===== src/rtl/gasr_pkg.sv =====
package gasr_pkg;
  // register indices
  localparam logic [7:0] ADDR_POWER_MODE = 8'h15;
  localparam logic [7:0] ADDR_THERM_CTRL = 8'h16;
  localparam logic [7:0] ADDR_PACK_STATE = 8'h19;
  localparam logic [7:0] ADDR_EOC_RATE = 8'h1c;
  localparam logic [7:0] ADDR_EMPTY_V = 8'h1d;
  localparam logic [7:0] ADDR_EMPTY_OFS = 8'h1e;
  localparam logic [7:0] ADDR_HI_V = 8'h1f;
  localparam logic [7:0] ADDR_LO_T = 8'h20;
  localparam logic [7:0] ADDR_HI_T = 8'h21;
  localparam logic [7:0] ADDR_OVC = 8'h22;
  localparam logic [7:0] ADDR_OVD = 8'h23;
  localparam logic [7:0] ADDR_RUN_LO = 8'h24;
  localparam logic [7:0] ADDR_RUN_HI = 8'h25;
  localparam logic [7:0] ADDR_TACC_LO = 8'h26;
  localparam logic [7:0] ADDR_TACC_HI = 8'h27;
  localparam logic [7:0] ADDR_CACC_LO = 8'h28;
  localparam logic [7:0] ADDR_CACC_HI = 8'h29;
  localparam logic [7:0] ADDR_PK_V = 8'h2a;
  localparam logic [7:0] ADDR_LO_V = 8'h2b;
  localparam logic [7:0] ADDR_PK_T = 8'h2c;
  localparam logic [7:0] ADDR_LOW_T = 8'h2d;
  localparam logic [7:0] ADDR_PK_IC = 8'h2e;
  localparam logic [7:0] ADDR_PK_ID = 8'h2f;
  localparam logic [7:0] ADDR_AMB_T = 8'h30;
  localparam logic [7:0] ADDR_SHUNT = 8'h31;
  localparam logic [7:0] ADDR_HEALTH = 8'h32;
  localparam logic [7:0] ADDR_INST_I = 8'h33;
  localparam logic [7:0] ADDR_MEAN_I = 8'h34;
  localparam logic [7:0] ADDR_CAP_LEFT = 8'h35;
  localparam logic [7:0] ADDR_USER_LO = 8'h36;
  localparam logic [7:0] ADDR_USER_HI = 8'h37;
  // pack state bits
  localparam int BIT_HI_V = 15;
  localparam int BIT_OVC = 13;
  localparam int BIT_HI_T = 12;
  localparam int BIT_OVD = 10;
  localparam int BIT_LO_T = 8;
  localparam int BIT_INIT = 7;
  localparam int BIT_DISCH = 6;
  localparam logic [15:0] ALARM_MASK = 16'hb500;
  localparam logic [15:0] PACK_STATE_RST = 16'h00c0;
  // power modes
  localparam logic [15:0] MODE_OPER = 16'h0001;
  localparam logic [15:0] MODE_SLEEP = 16'h0002;
  localparam logic [15:0] MODE_RST = MODE_SLEEP;
  // gauging constants
  localparam logic [15:0] TEMP_ZERO_C = 16'h0aac;
  localparam logic [15:0] LEVEL_FULL = 16'h03e8;
  localparam logic [15:0] EOC_RATE_RST = 16'h0002;
  localparam logic [15:0] HEALTH_RST = 16'h0064;
  localparam logic [15:0] SHUNT_RST = 16'h0064;
  localparam logic [23:0] RUN_MAX = 24'hffffff;
  localparam logic [31:0] CACC_MAX = 32'h0fffffff;
  localparam logic [15:0] AMB_MIN = 16'h0980;
  localparam logic [15:0] AMB_MAX = 16'h0dcc;
  // one minute at 250 MHz
  localparam longint MINUTE_NS = 60000000000;
  localparam longint CLK_NS = 4;
  localparam longint MINUTE_CYC = MINUTE_NS / CLK_NS;
  localparam logic [31:0] USER_WORD_VAL = 32'h5a5a0001; // arbitrary
endpackage : gasr_pkg


===== src/rtl/gasr_regs.sv =====
`timescale 1ns/10ps
// Summary of operation
// end rate sets full point, 0.01C units
// level full 0x3e8 at 0.02C charge
// rate above 0x02 subtracts full offset
// capture empty offset under three conditions
// zero empty voltage disables capture
// relative charge zero at empty offset
// alarm flags sticky until host write
// high voltage alarm, bit 15
// low temperature alarm, bit 8
// high temperature alarm, bit 12
// overcharge current alarm, bit 13
// overdischarge current alarm, bit 10
// runtime minutes, saturate, writable
// charge accumulator per minute, saturate
// peak voltage tracker
// lowest voltage tracker
// temperature min/max trackers
// current min/max trackers
// ambient temperature loaded when enabled
// host programs shunt value
// signed instant and mean shunt voltage
// health starts 100, only decreases
// power mode 01 operate, 02 sleep
// sleep releases alarm output
// thermistor enable bits 0 and 1
// any active alarm drives output low
module gasr_regs #(
  parameter longint MINUTE_CYCLES = gasr_pkg::MINUTE_CYC
) (
  input wire logic clock,
  input wire logic rst_n,
  input wire logic reg_wr,
  input wire logic reg_rd,
  input wire logic [7:0] reg_addr,
  input wire logic [15:0] reg_wdata,
  output logic [15:0] reg_rdata,
  output logic reg_hit,
  input wire logic meas_valid,
  input wire logic [15:0] cell_voltage,
  input wire logic [15:0] cell_temp,
  input wire logic [15:0] ambient_meas,
  input wire logic [15:0] shunt_meas,
  input wire logic [15:0] shunt_mean,
  input wire logic [15:0] indicated_level,
  input wire logic [15:0] full_offset,
  input wire logic [15:0] capacity_meas,
  input wire logic health_dec,
  input wire logic discharging,
  output logic [15:0] relative_charge,
  output logic [15:0] shunt_value,
  output logic [15:0] end_of_charge_rate,
  output logic [1:0] thermistor_en,
  output logic alarm_out_n
);
  typedef enum logic [1:0] {
    GASR_OPER = 2'b01,
    GASR_SLEEP = 2'b10
  } gasr_mode_e;

  gasr_mode_e mode;
  logic [15:0] empty_voltage_level, empty_level_offset;
  logic [15:0] high_voltage_threshold, low_temp_threshold;
  logic [15:0] high_temp_threshold, overcharge_threshold;
  logic [15:0] overdischarge_threshold, pack_state_word;
  logic [23:0] operating_minutes;
  logic [31:0] temperature_accumulator, charge_level_accumulator;
  logic [15:0] peak_voltage, lowest_voltage;
  logic [15:0] peak_temperature, lowest_temperature;
  logic [15:0] peak_charge_current, peak_discharge_current;
  logic [15:0] ambient_temp, health_percent;
  logic [15:0] instant_shunt_voltage, mean_shunt_voltage;
  logic [15:0] capacity_left;
  logic [15:0] hold_rd;
  logic [39:0] minute_cnt;
  logic minute_tick, oper, alarm_any;
  logic cond_hv, cond_lt, cond_ht, cond_oc, cond_od;
  logic [15:0] alarm_set;

  function automatic logic wr_to(input logic [7:0] a);
    wr_to = reg_wr && (reg_addr == a);
  endfunction : wr_to

  function automatic logic sgt(input logic [15:0] a, input logic [15:0] b);
    sgt = $signed(a) > $signed(b);
  endfunction : sgt

  assign oper = (mode == GASR_OPER);

  // minute divider, frozen in sleep
  always_ff @(posedge clock or negedge rst_n) begin
    if (!rst_n) begin
      minute_cnt <= 40'h0;
    end else if (!oper) begin
      minute_cnt <= minute_cnt;
    end else if (minute_cnt >= 40'(MINUTE_CYCLES - 1)) begin
      minute_cnt <= 40'h0;
    end else begin
      minute_cnt <= minute_cnt + 40'h1;
    end
  end
  assign minute_tick = oper && (minute_cnt >= 40'(MINUTE_CYCLES - 1));

  // mode and thermistor bits
  always_ff @(posedge clock or negedge rst_n) begin
    if (!rst_n) begin
      mode <= GASR_SLEEP;
      thermistor_en <= 2'b00;
    end else begin
      if (wr_to(gasr_pkg::ADDR_POWER_MODE)) begin
        if (reg_wdata == gasr_pkg::MODE_OPER) mode <= GASR_OPER;
        else if (reg_wdata == gasr_pkg::MODE_SLEEP) mode <= GASR_SLEEP;
      end
      if (wr_to(gasr_pkg::ADDR_THERM_CTRL)) begin
        thermistor_en <= reg_wdata[1:0];
      end
    end
  end

  // settings
  always_ff @(posedge clock or negedge rst_n) begin
    if (!rst_n) begin
      end_of_charge_rate <= gasr_pkg::EOC_RATE_RST;
      empty_voltage_level <= 16'h0;
      high_voltage_threshold <= 16'h0;
      low_temp_threshold <= 16'h0;
      high_temp_threshold <= 16'h0;
      overcharge_threshold <= 16'h0;
      overdischarge_threshold <= 16'h0;
      shunt_value <= gasr_pkg::SHUNT_RST;
    end else begin
      if (wr_to(gasr_pkg::ADDR_EOC_RATE)) end_of_charge_rate <= reg_wdata;
      if (wr_to(gasr_pkg::ADDR_EMPTY_V)) empty_voltage_level <= reg_wdata;
      if (wr_to(gasr_pkg::ADDR_HI_V)) high_voltage_threshold <= reg_wdata;
      if (wr_to(gasr_pkg::ADDR_LO_T)) low_temp_threshold <= reg_wdata;
      if (wr_to(gasr_pkg::ADDR_HI_T)) high_temp_threshold <= reg_wdata;
      if (wr_to(gasr_pkg::ADDR_OVC)) overcharge_threshold <= reg_wdata;
      if (wr_to(gasr_pkg::ADDR_OVD)) overdischarge_threshold <= reg_wdata;
      if (wr_to(gasr_pkg::ADDR_SHUNT)) shunt_value <= reg_wdata;
    end
  end

  // empty offset; write beats capture
  always_ff @(posedge clock or negedge rst_n) begin
    if (!rst_n) begin
      empty_level_offset <= 16'h0;
    end else if (wr_to(gasr_pkg::ADDR_EMPTY_OFS)) begin
      empty_level_offset <= reg_wdata;
    end else if (oper && meas_valid && empty_voltage_level != 16'h0
                 && cell_voltage < empty_voltage_level
                 && indicated_level > empty_level_offset
                 && cell_temp > gasr_pkg::TEMP_ZERO_C) begin
      empty_level_offset <= indicated_level;
    end
  end

  // rescale level to percent between empty and full
  always_comb begin
    logic [15:0] top;
    logic [15:0] span;
    logic [31:0] num;
    top = gasr_pkg::LEVEL_FULL;
    // rate above 0x02 lowers the full point
    if (end_of_charge_rate > gasr_pkg::EOC_RATE_RST) begin
      top = gasr_pkg::LEVEL_FULL - full_offset;
    end
    span = top - empty_level_offset;
    num = 32'h0;
    if (indicated_level <= empty_level_offset || span == 16'h0 ||
        top <= empty_level_offset) begin
      relative_charge = 16'h0;
    end else if (indicated_level >= top) begin
      relative_charge = 16'h0064;
    end else begin
      num = 32'(indicated_level - empty_level_offset) * 32'h64;
      relative_charge = 16'(num / {16'h0, span});
    end
  end

  // live alarms, zero threshold disables
  assign cond_hv = oper && high_voltage_threshold != 16'h0 &&
                   cell_voltage > high_voltage_threshold;
  assign cond_lt = oper && thermistor_en[0] && low_temp_threshold != 16'h0
                   && cell_temp < low_temp_threshold;
  assign cond_ht = oper && thermistor_en[0] && high_temp_threshold != 16'h0
                   && cell_temp > high_temp_threshold;
  assign cond_oc = oper && overcharge_threshold != 16'h0 &&
                   sgt(instant_shunt_voltage, overcharge_threshold);
  assign cond_od = oper && overdischarge_threshold != 16'h0 &&
                   sgt(overdischarge_threshold, instant_shunt_voltage);

  always_comb begin
    alarm_set = 16'h0;
    alarm_set[gasr_pkg::BIT_HI_V] = cond_hv;
    alarm_set[gasr_pkg::BIT_LO_T] = cond_lt;
    alarm_set[gasr_pkg::BIT_HI_T] = cond_ht;
    alarm_set[gasr_pkg::BIT_OVC] = cond_oc;
    alarm_set[gasr_pkg::BIT_OVD] = cond_od;
  end

  // sticky flags; live set beats a clear
  always_ff @(posedge clock or negedge rst_n) begin
    if (!rst_n) begin
      pack_state_word <= gasr_pkg::PACK_STATE_RST;
    end else begin
      if (wr_to(gasr_pkg::ADDR_PACK_STATE)) begin
        pack_state_word <= (reg_wdata & gasr_pkg::ALARM_MASK) | alarm_set;
        pack_state_word[gasr_pkg::BIT_INIT] <= reg_wdata[gasr_pkg::BIT_INIT];
      end else begin
        pack_state_word <= pack_state_word | alarm_set;
      end
      pack_state_word[gasr_pkg::BIT_DISCH] <= discharging;
    end
  end

  // live conditions; sleep forces release
  assign alarm_any = cond_hv | cond_lt | cond_ht | cond_oc | cond_od;
  always_ff @(posedge clock or negedge rst_n) begin
    if (!rst_n) alarm_out_n <= 1'b1;
    else alarm_out_n <= ~(alarm_any & oper);
  end

  // accumulators; a write loads one half and beats the minute tick
  always_ff @(posedge clock or negedge rst_n) begin
    if (!rst_n) begin
      operating_minutes <= 24'h0;
      charge_level_accumulator <= 32'h0;
      temperature_accumulator <= 32'h0;
    end else begin
      if (wr_to(gasr_pkg::ADDR_RUN_LO)) begin
        operating_minutes[15:0] <= reg_wdata;
      end else if (wr_to(gasr_pkg::ADDR_RUN_HI)) begin
        operating_minutes[23:16] <= reg_wdata[7:0];
      end else if (minute_tick && operating_minutes != gasr_pkg::RUN_MAX) begin
        operating_minutes <= operating_minutes + 24'h1;
      end
      if (wr_to(gasr_pkg::ADDR_CACC_LO)) begin
        charge_level_accumulator[15:0] <= reg_wdata;
      end else if (wr_to(gasr_pkg::ADDR_CACC_HI)) begin
        charge_level_accumulator[31:16] <= reg_wdata;
      end else if (minute_tick) begin
        // saturate rather than wrap
        if (charge_level_accumulator + {16'h0, relative_charge} >=
            gasr_pkg::CACC_MAX) begin
          charge_level_accumulator <= gasr_pkg::CACC_MAX;
        end else begin
          charge_level_accumulator <= charge_level_accumulator +
                                      {16'h0, relative_charge};
        end
      end
      if (wr_to(gasr_pkg::ADDR_TACC_LO)) begin
        temperature_accumulator[15:0] <= reg_wdata;
      end else if (wr_to(gasr_pkg::ADDR_TACC_HI)) begin
        temperature_accumulator[31:16] <= reg_wdata;
      end
    end
  end

  // trackers; a write sets the baseline
  always_ff @(posedge clock or negedge rst_n) begin
    if (!rst_n) begin
      peak_voltage <= 16'h0;
      lowest_voltage <= 16'hffff;
      peak_temperature <= 16'h0;
      lowest_temperature <= 16'hffff;
      peak_charge_current <= 16'h8000;
      peak_discharge_current <= 16'h7fff;
    end else begin
      if (wr_to(gasr_pkg::ADDR_PK_V)) peak_voltage <= reg_wdata;
      else if (meas_valid && cell_voltage > peak_voltage)
        peak_voltage <= cell_voltage;
      if (wr_to(gasr_pkg::ADDR_LO_V)) lowest_voltage <= reg_wdata;
      else if (meas_valid && cell_voltage < lowest_voltage)
        lowest_voltage <= cell_voltage;
      if (wr_to(gasr_pkg::ADDR_PK_T)) peak_temperature <= reg_wdata;
      else if (meas_valid && thermistor_en[0] && cell_temp > peak_temperature)
        peak_temperature <= cell_temp;
      if (wr_to(gasr_pkg::ADDR_LOW_T)) lowest_temperature <= reg_wdata;
      else if (meas_valid && thermistor_en[0] &&
               cell_temp < lowest_temperature)
        lowest_temperature <= cell_temp;
      if (wr_to(gasr_pkg::ADDR_PK_IC)) peak_charge_current <= reg_wdata;
      else if (meas_valid && sgt(shunt_meas, peak_charge_current))
        peak_charge_current <= shunt_meas;
      if (wr_to(gasr_pkg::ADDR_PK_ID)) peak_discharge_current <= reg_wdata;
      else if (meas_valid && sgt(peak_discharge_current, shunt_meas))
        peak_discharge_current <= shunt_meas;
    end
  end

  // measured values; ambient is clamped to its span
  always_ff @(posedge clock or negedge rst_n) begin
    if (!rst_n) begin
      ambient_temp <= 16'h0;
      instant_shunt_voltage <= 16'h0;
      mean_shunt_voltage <= 16'h0;
      capacity_left <= 16'h0;
      health_percent <= gasr_pkg::HEALTH_RST;
    end else if (meas_valid) begin
      if (thermistor_en[1]) begin
        if (ambient_meas < gasr_pkg::AMB_MIN) ambient_temp <= gasr_pkg::AMB_MIN;
        else if (ambient_meas > gasr_pkg::AMB_MAX)
          ambient_temp <= gasr_pkg::AMB_MAX;
        else ambient_temp <= ambient_meas;
      end
      instant_shunt_voltage <= shunt_meas;
      mean_shunt_voltage <= shunt_mean;
      capacity_left <= capacity_meas;
      // never below zero, never rising
      if (health_dec && health_percent != 16'h0)
        health_percent <= health_percent - 16'h1;
    end
  end

  // read mux; unmapped reads zero
  always_comb begin
    reg_hit = 1'b1;
    case (reg_addr)
      gasr_pkg::ADDR_POWER_MODE: hold_rd = oper ? gasr_pkg::MODE_OPER
                                                : gasr_pkg::MODE_SLEEP;
      gasr_pkg::ADDR_THERM_CTRL: hold_rd = {14'h0, thermistor_en};
      gasr_pkg::ADDR_PACK_STATE: hold_rd = pack_state_word;
      gasr_pkg::ADDR_EOC_RATE: hold_rd = end_of_charge_rate;
      gasr_pkg::ADDR_EMPTY_V: hold_rd = empty_voltage_level;
      gasr_pkg::ADDR_EMPTY_OFS: hold_rd = empty_level_offset;
      gasr_pkg::ADDR_HI_V: hold_rd = high_voltage_threshold;
      gasr_pkg::ADDR_LO_T: hold_rd = low_temp_threshold;
      gasr_pkg::ADDR_HI_T: hold_rd = high_temp_threshold;
      gasr_pkg::ADDR_OVC: hold_rd = overcharge_threshold;
      gasr_pkg::ADDR_OVD: hold_rd = overdischarge_threshold;
      gasr_pkg::ADDR_RUN_LO: hold_rd = operating_minutes[15:0];
      gasr_pkg::ADDR_RUN_HI: hold_rd = {8'h0, operating_minutes[23:16]};
      gasr_pkg::ADDR_TACC_LO: hold_rd = temperature_accumulator[15:0];
      gasr_pkg::ADDR_TACC_HI: hold_rd = temperature_accumulator[31:16];
      gasr_pkg::ADDR_CACC_LO: hold_rd = charge_level_accumulator[15:0];
      gasr_pkg::ADDR_CACC_HI: hold_rd = charge_level_accumulator[31:16];
      gasr_pkg::ADDR_PK_V: hold_rd = peak_voltage;
      gasr_pkg::ADDR_LO_V: hold_rd = lowest_voltage;
      gasr_pkg::ADDR_PK_T: hold_rd = peak_temperature;
      gasr_pkg::ADDR_LOW_T: hold_rd = lowest_temperature;
      gasr_pkg::ADDR_PK_IC: hold_rd = peak_charge_current;
      gasr_pkg::ADDR_PK_ID: hold_rd = peak_discharge_current;
      gasr_pkg::ADDR_AMB_T: hold_rd = ambient_temp;
      gasr_pkg::ADDR_SHUNT: hold_rd = shunt_value;
      gasr_pkg::ADDR_HEALTH: hold_rd = health_percent;
      gasr_pkg::ADDR_INST_I: hold_rd = instant_shunt_voltage;
      gasr_pkg::ADDR_MEAN_I: hold_rd = mean_shunt_voltage;
      gasr_pkg::ADDR_CAP_LEFT: hold_rd = capacity_left;
      gasr_pkg::ADDR_USER_LO: hold_rd = gasr_pkg::USER_WORD_VAL[15:0];
      gasr_pkg::ADDR_USER_HI: hold_rd = gasr_pkg::USER_WORD_VAL[31:16];
      default: begin
        hold_rd = 16'h0;
        reg_hit = 1'b0;
      end
    endcase
  end

  // read data held until next strobe
  always_ff @(posedge clock or negedge rst_n) begin
    if (!rst_n) reg_rdata <= 16'h0;
    else if (reg_rd) reg_rdata <= hold_rd;
  end
endmodule : gasr_regs


===== config.mk =====
export PLATFORM = sky130hd
export DESIGN_NAME = gasr_regs
export DESIGN_NICKNAME = d
export VERILOG_FILES = /design/src/rtl/gasr_pkg.sv /design/src/rtl/gasr_regs.sv
export SDC_FILE = /design/constraint.sdc
export NUM_CORES = 2
export LEC_CHECK = 0
export BUFFER_PORTS_ARGS = -buffer_cell sky130_fd_sc_hd__buf_2
export CORE_MARGIN = 5
export CORE_UTILIZATION = 36
export DETAILED_ROUTE_END_ITERATION = 8
export SYNTH_ARGS = -nofsm -noshare
export SYNTH_HDL_FRONTEND = slang
export SYNTH_SLANG_ARGS = --single-unit
export TNS_END_PERCENT = 1

===== constraint.sdc =====
create_clock -name clock -period 429.6 [get_ports clock]
set_input_delay 85.92 -clock clock [delete_from_list [all_inputs] [get_ports clock]]
set_output_delay 85.92 -clock clock [all_outputs]
set_load 0.02 [all_outputs]

======== Word level (Yosys, flattened, before mapping) ========
Index checks and enable logic that the tools add are counted.
word-level totals
  flip-flop bits (word level) ............. 485
  bits in latches ......................... 0
  bits in writable memories ............... 0
  memory bits (read-only) ................. 0
  input port bits ......................... 159
  logic and storage cells ................. 227
  memories kept ........................... 0
cells by class
  $add $sub $neg .......................... 7
  multiply operators ...................... 1
  divide/modulo/power cells ............... 1
  $lt $le $gt $ge ......................... 22
  equality and inequality tests ........... 37
  shift operators ......................... 0
  multiplexer cells ....................... 35
  bitwise operators ....................... 11
  reductions and logical operators ........ 81
operator list
  operator                                                          count
  case mux 16 bit (31 select lines)                                 1
  two-way mux 16 bit                                                25
  == test 8 x 6 -> 1 bit (second input constant)                    24
  greater-than comparator 16 bit                                    9
  nonzero test 16 bit                                               7
  < comparator 16 bit                                               4
  two-way mux 32 bit                                                2
  == test 8 x 5 -> 1 bit (second input constant)                    7
  logical AND 1 bit                                                 50
  adder 40 x 1 -> 40 bit (second input constant)                    1
  >= comparator 40 bit (second input constant)                      1
  two-way mux 40 bit                                                1
  adder 32 x 16 -> 32 bit                                           1
  divider 32 x 16 -> 32 bit                                         1
  >= comparator 32 x 28 -> 1 bit (second input constant)            1
  greater-than comparator 16 x 12 -> 1 bit (second input constant)  2
  <= comparator 16 bit                                              2
  multiplier 32 x 5 -> 30 bit (second input constant)               1
  bitwise OR 16 bit                                                 2
  OR reduction 31 bit                                               1
  adder 24 x 1 -> 24 bit (second input constant)                    1
  two-way mux 24 bit                                                1
  != test 24 bit (second input constant)                            1
  nonzero test 2 bit                                                12
  other kinds (20)                                                  37

======== Longest topological paths before layout ========
  word-level depth ........................ 13
  gate-level depth with buffers ........... 573
  depth with buffers taken out ............ 539

======== Worst setup path after synthesis ========
Ideal clock, no wire load.
  path type ............................... input -> output
  start point ............................. in indicated_level[1]
  end point ............................... out relative_charge[0]
  data arrival time ....................... 187.480 ns
  setup slack ............................. 156.200 ns
  cell stages on the path ................. 525
  cells stage by stage .................... ha_1 -> nor2b_1 -> o21ai_0 -> nand2b_1 -> a21o_1 -> a21o_1 -> a21o_1 -> a21o_1 -> a21o_1 -> a21o_1 -> a21o_1 -> a21oi_1 -> nor2b_1 -> o21ai_0 -> nand2b_1 -> a21o_1 -> a21o_1 -> xor2_1 -> [... 489 more ...] -> buf_2 -> buf_2 -> nand2_1 -> o21ai_1 -> ha_1 -> a21o_1 -> a21oi_1 -> nor2b_1 -> o21ai_0 -> nand2b_1 -> a21oi_1 -> nor2b_1 -> o21ai_0 -> nand3_1 -> a21oi_1 -> o2111ai_1 -> a211oi_2 -> a41oi_1
on the way
  longest elaborated chain between the ends .. 5
RTL lines
  element                       RTL line          RTL
  start: declaration            gasr_regs.sv:46   input wire logic [15:0] indicated_level,
  subtractor 16 x 16 -> 17 bit  gasr_regs.sv:176  num = 32'(indicated_level - empty_level_offset) * 32'h64;
  multiplier 32 x 5 -> 30 bit   gasr_regs.sv:176
  divider 32 x 16 -> 32 bit     gasr_regs.sv:177  relative_charge = 16'(num / {16'h0, span});
  two-way mux 16 bit            gasr_regs.sv:173  end else if (indicated_level >= top) begin
  two-way mux 16 bit *          gasr_regs.sv:170  if (indicated_level <= empty_level_offset || span == 16'h0 ||
  end: declaration              gasr_regs.sv:51   output logic [15:0] relative_charge,
Mark *: on every way between the ends. The rest lies on a longest branch, timed or not.

======== Final worst setup path ========
Ends and elaborated chain as after synthesis.

==> results.ini <==
[die]
dieWidth_um = 402
io-pin-count = 227
die_y_um = 402
core_area_um2 = 154000
dieArea_um2 = 162000
start_util = 0.361
placementRows = 144

[clock_network]
cts_buffer_depth = 3
cts_tree = yes
cts.repair.resized = 0
cts_sinks = 476
clock_latency_ns = 0.63
hold_buffers = 0
htreeDepth = 2
root_buffer = clkbuf_16
numCtsBuffers = 50
clk_pin_slew_ns = 0.07
post_cts_buffers = 0

[critical_path]
r2r_setup_slack_ns = 307.94
crit_top_cell = o21a_1
crit_family = compound AO/OA/AOI/OAI gates
critPathKind = primary input to output port
slowest_delay_ns = 0.98
rr_worst_depth = 514
cp_num_buf_inv = 21
crit_fanout = 36
cp.arrival_ns = 200.88
r2r_start = empty_level_offset[1]
critPathSlowestCell = and4b_1
cp.required_ns = 343.68
end_kind = output port
r2r_end = charge_level_accumulator[6]
crit_path_start_kind = primary input

[cells_and_area]
layout-drive-gt1-share = 0.130
multi_input_area_um2 = 41100
seqCellArea_um2 = 12000
fill_cells = 15700
fin_nets = 7849
area_growth_pct = 9.57

[route]
ant_nets = 0
wl_um = 227000
first_pass_iters = 6
vias = 54700
wl_per_cell_um = 25.0
drc = 0
drtIter0Drc = 5143
via_per_inst = 6.04

[run]
cap_violations = 0

[placement]
dp.final_hpwl_um = 176000
io_buffers = 226
place.gp.congestion = 1.02

[global_route]
grt.total_usage = 0.267
grt_pass1_vias = 52100
antenna_found_initial = 26
grt_max_degree = 83
grt-ovfl-total = 0
grt_pass1_wl_um = 334000

[min_path]
hold_class = flip-flop to flip-flop
min-delay-start = ambient_temp[11]
hold_path_end = ambient_temp[11]
worstHoldPathCells = 1

[timing]
hold_viol = 0
period_needed_ns = 286.80
fmax_ghz = 0.00349
setup_tns_ns = 0
finalSetupViolations = 0
tightest_slew_ns = 1.38
finClkSkew_ns = 0.0292
slew_headroom = 0.0790
rsz0062_at_grt = false
slew_viol_final = 0
fin_crit_sh = 0.668

[yosys]
synth_top_area_cell = dfrtp_1
syn_area_per_cell_um2 = 8.11
synth_seq_cells = 476
synth_cell_types = 134
yosysSeqAreaShare = 0.216
netlist_instances = 6829
synth_fp_nets = 7706
yosys.cell_count.top_type = ha_1
synth_async_sr_flop_share = 1.00
netlist.area_leader.share = 0.188
synth_edf_count = 0
synthTopCellsByCount = ha_1, nor2_1, a21oi_1
yosys_warnings = 0
syn_area_um2 = 55400
ys_top_cells_by_area = dfrtp_1, ha_1, mux2_2, a21oi_1, nor2_1
synth_flop_cell = dfrtp_1

[run_status]
run_status = finished clean

==> layer usage <==
layer	vias to the layer above	GRT usage	wire length, um
li1	25500	-	-
met5	-	0	50
met1	26300	0.345	93900
met2	2348	0.423	98400
met3	555	0.0473	18900
met4	6	0.146	15600
==> cell families after synthesis <==
group | after synthesis | synth area share
AO/OA/AOI/OAI | 2004 | 0.241
XOR/XNOR | 350 | 0.0559
adder cells (fa/ha/maj) | 718 | 0.165
buffers and inverters | 613 | 0.0429
flip-flops | 476 | 0.216
multiplexers | 385 | 0.0764
AND/OR/NAND/NOR | 2283 | 0.203
==> state kept, by name (all words and copies together), names as in the netlist, 24 cells and up <==
register                  cells
temperature_accumulator      32
charge_level_accumulator     32
operating_minutes            24
minute_cnt                   40
==> cell type report <==
| type | count | area share |
|---|---|---|
| Antenna cell | 4 | 0.000165 |
| Clock buffer | 72 | 0.0255 |
| Clock inverter | 21 | 0.00276 |
| Inverter | 385 | 0.0238 |
| Multi-Input combinational cell | 5740 | 0.678 |
| Sequential cell | 476 | 0.197 |
| Tap cell | 2044 | 0.0421 |
| Timing Repair Buffer | 319 | 0.0303 |
==> layout by cell type (no fill, tap or decap), types with 19 or more instances in the layout <==
master and count:
nand3_1 149, ha_1 698, a22o_1 47, o21a_1 212, and2_1 47, buf_2 224
or2_2 65, a211oi_1 30, dfrtp_1 417, nand2b_1 122, nand4_1 124, mux2_2 269
a21o_1 135, a31oi_1 53, xnor2_1 196, nor2b_1 106, dfstp_2 59, o21bai_1 31
a221oi_1 42, o21ai_0 283, xor2_1 147, a21oi_1 587, nand2_1 522, nor3_1 235
clkbuf_16 53, o211ai_1 42, buf_4 94, a22oi_1 95, a21boi_0 20, or3_1 58
nor4_1 58, mux2i_1 110, o22ai_1 43, nor2_1 640, o21ai_1 36, and3_1 45
o31ai_1 95, fa_1 19, inv_1 380
==> worst reg2reg max path: cells and delay by family, from the launching register on <==
kind            cells  cell delay [ns]
simple gates      128            30.16
buf+inv            20             3.35
fa+ha+maj          40            12.40
flops               1             0.52
xor+xnor            1             0.53
compound gates    315            71.01
mux                10             3.58
==> metrics by stage <==
step | utilization | cells | area [um2] | hold WS [ns] | worst slack, ns
floorplan | - | 6829 | 55400 | 0.436 | 156.20
global placement | 0.384 | 8964 | 59000 | 0.452 | 147.85
detailed placement | 0.384 | 8964 | 59000 | 0.457 | 144.78
CTS | 0.395 | 9057 | 60700 | 0.476 | 144.36
global route | 0.395 | 9059 | 60700 | 0.507 | 133.02
finish | 0.395 | 9061 | 60700 | 0.472 | 142.80
==> worst max-delay path by stage <==
stage	start	to	slack, ns	cells after the start
CTS	indicated_level[1]	relative_charge[0]	144.36	490
finish	indicated_level[1]	relative_charge[0]	142.80	490
global route	indicated_level[1]	relative_charge[0]	133.02	492
floorplan	indicated_level[1]	relative_charge[0]	156.20	525
global placement	indicated_level[1]	relative_charge[0]	147.85	485
detailed placement	indicated_level[1]	relative_charge[0]	144.78	490
Power is left out: the tool's default activity adds up to more than one toggle a clock period on the data nets, which glitch-free logic cannot reach.
